## src/inc/power_manager_pkg.sv

```systemverilog
package power_manager_pkg;
   // ****************************************
   // Register offsets
   // ****************************************
   localparam logic [7:0] OFS_CORE_CLOCK_ENABLE = 8'h00;
   localparam logic [7:0] OFS_CORE_CLOCK_DISABLE = 8'h04;
   localparam logic [7:0] OFS_CORE_CLOCK_STATE = 8'h08;
   localparam logic [7:0] OFS_PERIPH_CLOCK_ENABLE = 8'h10;
   localparam logic [7:0] OFS_PERIPH_CLOCK_DISABLE = 8'h14;
   localparam logic [7:0] OFS_PERIPH_CLOCK_STATE = 8'h18;
   localparam logic [7:0] OFS_CLOCK_GENERATOR_MODE = 8'h20;
   localparam logic [7:0] OFS_POWER_COMMAND = 8'h28;
   localparam logic [7:0] OFS_POWER_MODE_CONFIG = 8'h2c;
   localparam logic [7:0] OFS_POWER_STATUS = 8'h30;
   localparam logic [7:0] OFS_IRQ_ENABLE = 8'h34;
   localparam logic [7:0] OFS_IRQ_DISABLE = 8'h38;
   localparam logic [7:0] OFS_IRQ_MASK_STATE = 8'h3c;
   localparam logic [7:0] OFS_WAKE_EVENT_INPUTS = 8'h40;
   // ****************************************
   // Field positions and values
   // ****************************************
   localparam int CORE_CLOCK_BIT = 0;
   localparam logic [31:0] PERIPH_VALID_MASK = 32'h0007effc;
   localparam int SHUTDOWN_COMMAND_BIT = 0;
   localparam int WAKE_ACK_COMMAND_BIT = 1;
   localparam int SHUTDOWN_LEVEL_LSB = 0;
   localparam int WAKE_LEVEL_LSB = 2;
   localparam int ALARM_WAKE_ENABLE_BIT = 4;
   localparam int ALARM_SHUTDOWN_ENABLE_BIT = 5;
   localparam int WAKE_EDGE_LSB = 6;
   localparam logic [7:0] POWER_MODE_RESET = 8'h01;
   localparam logic [31:0] CLOCK_GENERATOR_MODE_RESET = 32'h00000000;
   localparam logic [31:0] CLOCK_GENERATOR_MODE_MASK = 32'h3fffff77;
   localparam logic CORE_CLOCK_RESET = 1'b1;
   localparam logic [1:0] LEVEL_TRISTATE = 2'h0;
   localparam logic [1:0] LEVEL_LOW = 2'h1;
   localparam logic [1:0] LEVEL_HIGH = 2'h2;
   localparam logic [1:0] EDGE_NONE = 2'h0;
   localparam logic [1:0] EDGE_RISING = 2'h1;
   localparam logic [1:0] EDGE_FALLING = 2'h2;
   localparam logic [1:0] EDGE_BOTH = 2'h3;
endpackage

```

## src/power_manager.sv

```systemverilog
// Local design decision: the plain strobed port.
`timescale 1ns/100ps
// Operation
// - Core clock runs after main reset
// - Enabled interrupt restarts stopped core clock
// - Core clock stops after current instruction
// - Stopped core clock leaves DMA running
// - Write one starts/stops core clock
// - Core clock state bit shows gating
// - Per-peripheral write-one enable and disable
// - Peripheral bits at documented positions
// - Disable stops at once, enable resumes
// - Main reset turns peripheral clocks off
// - Peripheral bit equals interrupt source number
// - Shutdown command drives shutdown level
// - Alarm or wake edge restores wake level
// - Levels: tristate, low or high
// - Alarm use shares shutdown control logic
// - Alarm sets, wake edge acknowledges
// - Backup reset gives wake state, tristate
// - Backup reset loads mode value one
// - No internal pull on shutdown pin
// - Acknowledge wins over shutdown command
// - Wake edge codes none/rise/fall/both
// - Alarm shuts down only without alarm wake
module power_manager
   import power_manager_pkg::*;
(
   input wire logic ref_clk,
   input wire logic arst_n,
   input wire logic backup_arst_n,
   input wire logic clk_en,
   input wire logic [7:0] reg_addr,
   input wire logic [31:0] reg_wdata,
   input wire logic reg_write,
   input wire logic reg_read,
   output logic [31:0] reg_rdata,
   input wire logic irq_pending,
   input wire logic instr_done,
   input wire logic rtc_alarm,
   input wire logic wake_pin,
   output logic core_clock_on,
   output logic [31:0] periph_clock_on,
   output logic shutdown_pin_out,
   output logic shutdown_pin_oe_n,
   output logic [31:0] clock_generator_mode
);
   import power_manager_pkg::*;

   // ****************************************
   // State
   // ****************************************
   typedef enum logic [1:0] {CORE_RUN, CORE_STOPPING, CORE_STOPPED} core_state_t;

   typedef struct packed {
      core_state_t core_state;
      logic core_clock_on;
      logic [31:0] periph;
      logic [31:0] cgmr;
      logic [31:0] rdata;
   } main_t;

   typedef struct packed {
      logic [7:0] mode;
      logic in_shutdown;
      logic [2:0] wake_sync;
      logic wake_prev;
      logic alarm_prev;
      logic pin_out;
      logic pin_oe_n;
   } backup_t;

   main_t state;
   main_t next_state;
   backup_t bstate;
   backup_t next_bstate;

   // Write-one decode for the core clock; zero bits do nothing
   function automatic logic core_start_req(
      input logic wr,
      input logic [7:0] addr,
      input logic [31:0] data
   );
      logic addressed;
      addressed = wr && (addr == OFS_CORE_CLOCK_ENABLE);
      core_start_req = addressed && data[CORE_CLOCK_BIT];
   endfunction

   function automatic logic core_stop_req(
      input logic wr,
      input logic [7:0] addr,
      input logic [31:0] data
   );
      logic addressed;
      addressed = wr && (addr == OFS_CORE_CLOCK_DISABLE);
      core_stop_req = addressed && data[CORE_CLOCK_BIT];
   endfunction

   // Enable and disable share one path; reserved bits never reach the gates
   function automatic logic [31:0] periph_update(
      input logic [31:0] cur,
      input logic wr,
      input logic [7:0] addr,
      input logic [31:0] data
   );
      logic [31:0] bits;
      bits = data & PERIPH_VALID_MASK;
      periph_update = cur;
      if (wr && (addr == OFS_PERIPH_CLOCK_ENABLE)) begin
         periph_update = cur | bits;
      end
      if (wr && (addr == OFS_PERIPH_CLOCK_DISABLE)) begin
         periph_update = cur & ~bits;
      end
   endfunction

   function automatic logic [31:0] cgmr_update(
      input logic [31:0] cur,
      input logic wr,
      input logic [7:0] addr,
      input logic [31:0] data
   );
      cgmr_update = cur;
      if (wr && (addr == OFS_CLOCK_GENERATOR_MODE)) begin
         cgmr_update = data & CLOCK_GENERATOR_MODE_MASK;
      end
   endfunction

   function automatic logic [7:0] mode_update(
      input logic [7:0] cur,
      input logic wr,
      input logic [7:0] addr,
      input logic [31:0] data
   );
      mode_update = cur;
      if (wr && (addr == OFS_POWER_MODE_CONFIG)) begin
         mode_update = data[7:0];
      end
   endfunction

   function automatic logic [1:0] power_cmd(
      input logic wr,
      input logic [7:0] addr,
      input logic [31:0] data
   );
      power_cmd = 2'h0;
      if (wr && (addr == OFS_POWER_COMMAND)) begin
         power_cmd = {data[WAKE_ACK_COMMAND_BIT], data[SHUTDOWN_COMMAND_BIT]};
      end
   endfunction

   // Alarm wake has precedence over alarm shutdown
   function automatic logic alarm_shuts(
      input logic alarm,
      input logic [7:0] mode
   );
      logic armed;
      armed = mode[ALARM_SHUTDOWN_ENABLE_BIT] && !mode[ALARM_WAKE_ENABLE_BIT];
      alarm_shuts = alarm && armed;
   endfunction

   function automatic logic alarm_wakes(
      input logic alarm,
      input logic [7:0] mode
   );
      alarm_wakes = alarm && mode[ALARM_WAKE_ENABLE_BIT];
   endfunction

   // Acknowledge wins when both land in one cycle
   function automatic logic shutdown_next(
      input logic cur,
      input logic ack,
      input logic shut
   );
      if (ack) begin
         shutdown_next = 1'b0;
      end else if (shut) begin
         shutdown_next = 1'b1;
      end else begin
         shutdown_next = cur;
      end
   endfunction

   // Only the second and third sync stages are compared
   function automatic logic edge_match(
      input logic [1:0] sel,
      input logic rise,
      input logic fall
   );
      case (sel)
         EDGE_RISING: begin
            edge_match = rise;
         end
         EDGE_FALLING: begin
            edge_match = fall;
         end
         EDGE_BOTH: begin
            edge_match = rise || fall;
         end
         default: begin
            edge_match = 1'b0;
         end
      endcase
   endfunction

   function automatic logic [1:0] level_select(
      input logic in_shutdown,
      input logic [7:0] mode
   );
      if (in_shutdown) begin
         level_select = mode[SHUTDOWN_LEVEL_LSB +: 2];
      end else begin
         level_select = mode[WAKE_LEVEL_LSB +: 2];
      end
   endfunction

   // Reserved level code floats, same as tristate; no pull exists
   function automatic logic level_drives(input logic [1:0] level);
      level_drives = (level == LEVEL_LOW) || (level == LEVEL_HIGH);
   endfunction

   // Write-only and out-of-scope offsets read back as zero
   function automatic logic [31:0] read_word(
      input logic [7:0] addr,
      input logic core_on,
      input logic [31:0] periph,
      input logic [31:0] cgmr,
      input logic [7:0] mode,
      input logic in_shutdown,
      input logic wake_now
   );
      case (addr)
         OFS_CORE_CLOCK_STATE: begin
            read_word = {31'h00000000, core_on};
         end
         OFS_PERIPH_CLOCK_STATE: begin
            read_word = periph;
         end
         OFS_CLOCK_GENERATOR_MODE: begin
            read_word = cgmr;
         end
         OFS_POWER_MODE_CONFIG: begin
            read_word = {24'h000000, mode};
         end
         OFS_WAKE_EVENT_INPUTS: begin
            read_word = {30'h00000000, in_shutdown, wake_now};
         end
         default: begin
            read_word = 32'h00000000;
         end
      endcase
   endfunction

   // ****************************************
   // Main reset domain
   // ****************************************
   always_comb begin
      next_state = state;
      if (clk_en) begin
         // Read data stands one cycle only, and holds while frozen
         next_state.rdata = 32'h00000000;
         next_state.cgmr = cgmr_update(state.cgmr, reg_write, reg_addr, reg_wdata);
         // Peripheral gating is direct, so it stops at once and state is kept
         next_state.periph = periph_update(state.periph, reg_write, reg_addr, reg_wdata);
         // Core clock gating waits for the instruction boundary
         case (state.core_state)
            CORE_RUN: begin
               if (core_stop_req(reg_write, reg_addr, reg_wdata)) begin
                  next_state.core_state = CORE_STOPPING;
               end
            end
            CORE_STOPPING: begin
               if (irq_pending || core_start_req(reg_write, reg_addr, reg_wdata)) begin
                  next_state.core_state = CORE_RUN;
               end else if (instr_done) begin
                  next_state.core_state = CORE_STOPPED;
                  next_state.core_clock_on = 1'b0;
               end
            end
            CORE_STOPPED: begin
               if (irq_pending || core_start_req(reg_write, reg_addr, reg_wdata)) begin
                  next_state.core_state = CORE_RUN;
                  next_state.core_clock_on = 1'b1;
               end
            end
            default: begin
               next_state.core_state = CORE_RUN;
               next_state.core_clock_on = 1'b1;
            end
         endcase
         if (reg_read) begin
            next_state.rdata = read_word(reg_addr, state.core_clock_on, state.periph, state.cgmr,
                                         bstate.mode, bstate.in_shutdown, bstate.wake_sync[2]);
         end
      end
   end

   always_ff @(posedge ref_clk or negedge arst_n) begin
      if (!arst_n) begin
         state.core_state <= CORE_RUN;
         state.core_clock_on <= CORE_CLOCK_RESET;
         state.periph <= 32'h00000000;
         state.cgmr <= CLOCK_GENERATOR_MODE_RESET;
         state.rdata <= 32'h00000000;
      end else begin
         state <= next_state;
      end
   end

   // ****************************************
   // Battery backup domain
   // ****************************************
   logic [1:0] edge_sel;
   logic wake_rise;
   logic wake_fall;
   logic wake_edge;
   logic alarm_event;
   logic do_ack;
   logic do_shut;
   logic [1:0] level;
   logic [1:0] cmd;

   always_comb begin
      next_bstate = bstate;
      edge_sel = bstate.mode[WAKE_EDGE_LSB +: 2];
      // Only the agreed second and third stages feed the edge logic
      wake_rise = bstate.wake_sync[2] && bstate.wake_sync[1] && !bstate.wake_prev;
      wake_fall = !bstate.wake_sync[2] && !bstate.wake_sync[1] && bstate.wake_prev;
      wake_edge = edge_match(edge_sel, wake_rise, wake_fall);
      alarm_event = rtc_alarm && !bstate.alarm_prev;
      cmd = power_cmd(reg_write, reg_addr, reg_wdata);
      do_ack = wake_edge || alarm_wakes(alarm_event, bstate.mode) || cmd[1];
      do_shut = alarm_shuts(alarm_event, bstate.mode) || cmd[0];
      level = LEVEL_TRISTATE;
      if (clk_en) begin
         next_bstate.wake_sync = {bstate.wake_sync[1:0], wake_pin};
         if (bstate.wake_sync[2] == bstate.wake_sync[1]) begin
            next_bstate.wake_prev = bstate.wake_sync[2];
         end
         next_bstate.alarm_prev = rtc_alarm;
         next_bstate.mode = mode_update(bstate.mode, reg_write, reg_addr, reg_wdata);
         next_bstate.in_shutdown = shutdown_next(bstate.in_shutdown, do_ack, do_shut);
         level = level_select(next_bstate.in_shutdown, next_bstate.mode);
         next_bstate.pin_oe_n = !level_drives(level);
         next_bstate.pin_out = level == LEVEL_HIGH;
      end
   end

   always_ff @(posedge ref_clk or negedge backup_arst_n) begin
      if (!backup_arst_n) begin
         bstate.mode <= POWER_MODE_RESET;
         bstate.in_shutdown <= 1'b0;
         bstate.wake_sync <= 3'h0;
         bstate.wake_prev <= 1'b0;
         bstate.alarm_prev <= 1'b0;
         bstate.pin_out <= 1'b0;
         bstate.pin_oe_n <= 1'b1;
      end else begin
         bstate <= next_bstate;
      end
   end

   // ****************************************
   // Outputs
   // ****************************************
   // Peripheral clocks, DMA included, never depend on core gating
   assign core_clock_on = state.core_clock_on;
   assign periph_clock_on = state.periph;
   assign clock_generator_mode = state.cgmr;
   assign reg_rdata = state.rdata;
   assign shutdown_pin_out = bstate.pin_out;
   assign shutdown_pin_oe_n = bstate.pin_oe_n;
endmodule

```

## config.mk

```make
export PLATFORM = sky130hd
export DESIGN_NAME = power_manager
export DESIGN_NICKNAME = d
export VERILOG_FILES = /design/src/inc/power_manager_pkg.sv /design/src/power_manager.sv
export SDC_FILE = /design/constraint.sdc
export NUM_CORES = 1
export LEC_CHECK = 0
export BUFFER_PORTS_ARGS = -buffer_cell sky130_fd_sc_hd__buf_2
export CAP_MARGIN = 20
export CORE_MARGIN = 3
export CORE_UTILIZATION = 30
export CTS_BUF_LIST = sky130_fd_sc_hd__clkbuf_4
export CTS_CLUSTER_DIAMETER = 100
export DETAILED_ROUTE_END_ITERATION = 16
export PLACE_DENSITY = 0.53
export SETUP_SLACK_MARGIN = 0.02
export SLEW_MARGIN = 5
export SYNTH_ARGS = -nofsm -noshare
export SYNTH_HDL_FRONTEND = slang
export SYNTH_SLANG_ARGS = --single-unit
```

## constraint.sdc

```tcl
create_clock -name ref_clk -period 2 [get_ports ref_clk]
set_input_delay 0.4 -clock ref_clk [delete_from_list [all_inputs] [get_ports ref_clk]]
set_output_delay 0.4 -clock ref_clk [all_outputs]
set_load 0.03 [all_outputs]
```

==> results.yml <==
job:
  maxCapViolCount: 0
critical_path:
  criticalPathCategory: "reg2reg"
  cp.required_ns: 2.41
  ff2ff_setup_slack_ns: -0.06
  critPathMaxFanout: 3
  worstPathArrival_ns: 2.48
  worst-r2r-cell-count: 8
  r2r-end: "shutdown_pin_oe_n"
  crit_end: "shutdown_pin_oe_n"
  cp-start-kind: "flop"
  cp-end-kind: "flop"
  r2r_start: "bstate[5]"
  startpoint: "bstate[5]"
global_routing:
  grt_pass1_wl_mm: 20.0
  grt_pass1_vias: 3646
  gr-total-overflow: 0
  grt_max_degree: 29
  antenna_found_initial: 2
  grt_use_total_pct: 14.5
cells_and_area:
  layout.cells.non_filler: 715
  finish.utilization_pct: 36.1
  num-fill-cells: 1547
  drive_above_1_share_pct: 49.6
  finalInstanceArea_mm2: 0.00559
  seq_area_mm2: 0.00233
  synthToLayoutAreaGrowth_pct: 15.5
  final_nets: 550
  multiInputGateArea_mm2: 0.00182
timing:
  drv_slew: 0
  hold_violations: 0
  setup-tns-final_ns: -0.0708
  skew_ns: 0.0108
  rsz0062_at_grt: "yes"
  worst_slew_pin_slew_ns: 0.656
  min_period_ns: 2.06
  slew_headroom_pct: 56.2
  fmax_mhz: 485
  holdWs_ns: 0.151
  fin_ws_ns: -0.0633
  finalSetupViolations: 2
  period_share_pct: 103
logic_synthesis:
  synth_top_area_cell: "dfrtp_1"
  synth_commonest_cells: "buf_4 (96), dfrtp_1 (90), mux2_2 (56), nand2_1 (23)"
  seq_area_frac_synth_pct: 48.2
  async_flop_share_pct: 100
  synth_top_area_share_pct: 46.5
  synthCells: 410
  synth_edf_count: 0
  avgSynthCellArea_um2: 11.8
  synth_warnings: 0
  synthFlopType: "dfrtp_1"
  ys_types: 47
  synth_area_leaders: "dfrtp_1 (47%), buf_4 (15%), mux2_2 (13%)"
  synth_seq_cells: 93
  netlist_area_mm2: 0.00484
  synth_most_common_cell: "buf_4"
drt:
  drc: 0
  drtAntennaViolNets: 0
  viasPerCell: 4.63
  postRouteWirelength_mm: 12.6
  firstDrtPassIters: 4
  vias: 3312
  wl_per_cell_um: 17.6
  drt_iter0_markers: 102
power_and_ir_drop:
  p_int_mw: 2.50
  finalPower_mw: 3.51
  max-vdd-ir-drop_mv: 0.280
  switching_share_pct: 28.7
  seqPwrFrac_pct: 56.7
  p_switching_mw: 1.01
  powerDensity_mw_per_mm2: 628
  leakage_nw: 2.92
  p_comb_share_pct: 14.2
  p_clk_share_pct: 29.2
placement:
  dp.cells: 693
  dpl_cell_area_mm2: 0.00539
  place_congestion: 0.810
  dp_hpwl_mm: 9.33
  port_buffers: 124
  post-place-ws_ns: -0.394
clocking:
  h-tree-depth: 3
  cts_buffers: 9
  clock_sinks: 93
  cts.clk_slew.worst_paths_ns: 0.14
  cts_tree: "yes"
  cts_max_path_buffers: 2
  clock_latency_ns: 0.46
  cts_root_buf: "clkbuf_4"
die:
  die_height_um: 133
  core-area_mm2: 0.0155
  die_x_um: 133
  dieArea_mm2: 0.0177
  io_pins: 149
  initial_utilization_pct: 31.2
  fp-row-count: 45
status:
  outcome: "finished with violations"
  violations: "setup timing"
worst_hold_path:
  hold_path_class: "in2reg"
[routing by layer]
layer / share of wire (%) / up-vias / GRT usage [%] / wire length [um]
li1: - / 1530 / - / -
met1: 42 / 1652 / 17.8 / 5310
met2: 48 / 115 / 23.3 / 6000
met3: 8.3 / 15 / 5.74 / 1050
met4: 1.9 / 0 / 5.02 / 239
met5: 0 / - / 0 / 0
[timing repair]
item	4_1_cts	5_1_grt
setup buffers	1	1
hold buffers	2	0
hold endpoints to repair	40	0
resized for setup	3	4
pin swaps	4	0
endpoints found under the setup margin	2	2
[layout make-up]
| class | instances | area share, % |
|---|---|---|
| flip-flops and latches | 93 | 41.7 |
| multi-input cells | 221 | 32.5 |
| repair buffers | 166 | 18.2 |
| well taps | 211 | 4.72 |
| clock buffers | 9 | 1.21 |
| clock inverters | 7 | 1.19 |
| inverters | 6 | 0.403 |
| diodes | 2 | 0.0895 |
[how the worst min path moves through the flow]
stage,startpoint,to,cells after the start
after floorplan,arst_n,async pin,0
after global placement,arst_n,clock_generator_mode[21],1
after detailed placement,arst_n,clock_generator_mode[21],1
after CTS,reg_wdata[11],clock_generator_mode[11],2
after global routing,reg_wdata[11],clock_generator_mode[11],2
final,reg_wdata[11],clock_generator_mode[11],2
[power groups by stage]
stage | registers, mW | logic [mW] | clock network [mW]
floorplan | 2.01 | 0.321 | 0
global placement | 2.02 | 0.472 | 0
detailed placement | 2.02 | 0.480 | 0
CTS | 1.99 | 0.490 | 1.09
global route | 2.00 | 0.541 | 1.15
finish | 1.99 | 0.497 | 1.02
[critical path: stages, from the launching register on]
cell and delay (ns):
dfrtp_1 0.44, ha_1 0.21, nand2_1 0.07, o211ai_1 0.10, a221oi_2 0.23, buf_4 0.17
mux2i_1 0.30, ha_4 0.25, mux2_4 0.25
[cell usage in the layout, fill, tap and decap left out, types with 3 or more instances in the layout]
cell type	Yosys	layout
buf_2	7	123
dfrtp_1	90	90
mux2_2	56	54
buf_4	96	35
nand2_1	23	23
conb_1	1	22
a22oi_1	17	17
o2bb2ai_1	17	17
a22o_1	14	14
clkbuf_4	0	9
nor2_1	6	6
buf_12	0	6
mux2i_1	5	5
inv_1	6	5
nand3_1	5	4
and3_1	4	4
and2_1	4	4
o21ai_0	4	4
o211ai_1	3	3
mux2_4	0	3
nor2b_1	3	3
a21o_1	3	3
a2bb2oi_1	3	3
dfstp_2	3	3
[cells by family after synthesis]
family / count (synthesis) / synth area share [%]
muxes: 63 / 14.5
adders and majority gates: 3 / 0.776
and+or+nand+nor: 64 / 8.17
DFF: 93 / 48.2
buffers and inverters: 117 / 16.7
AOI/OAI and AO/OA: 69 / 11.6
other: 1 / 0.0775
Power figures use the tool's default switching activity.
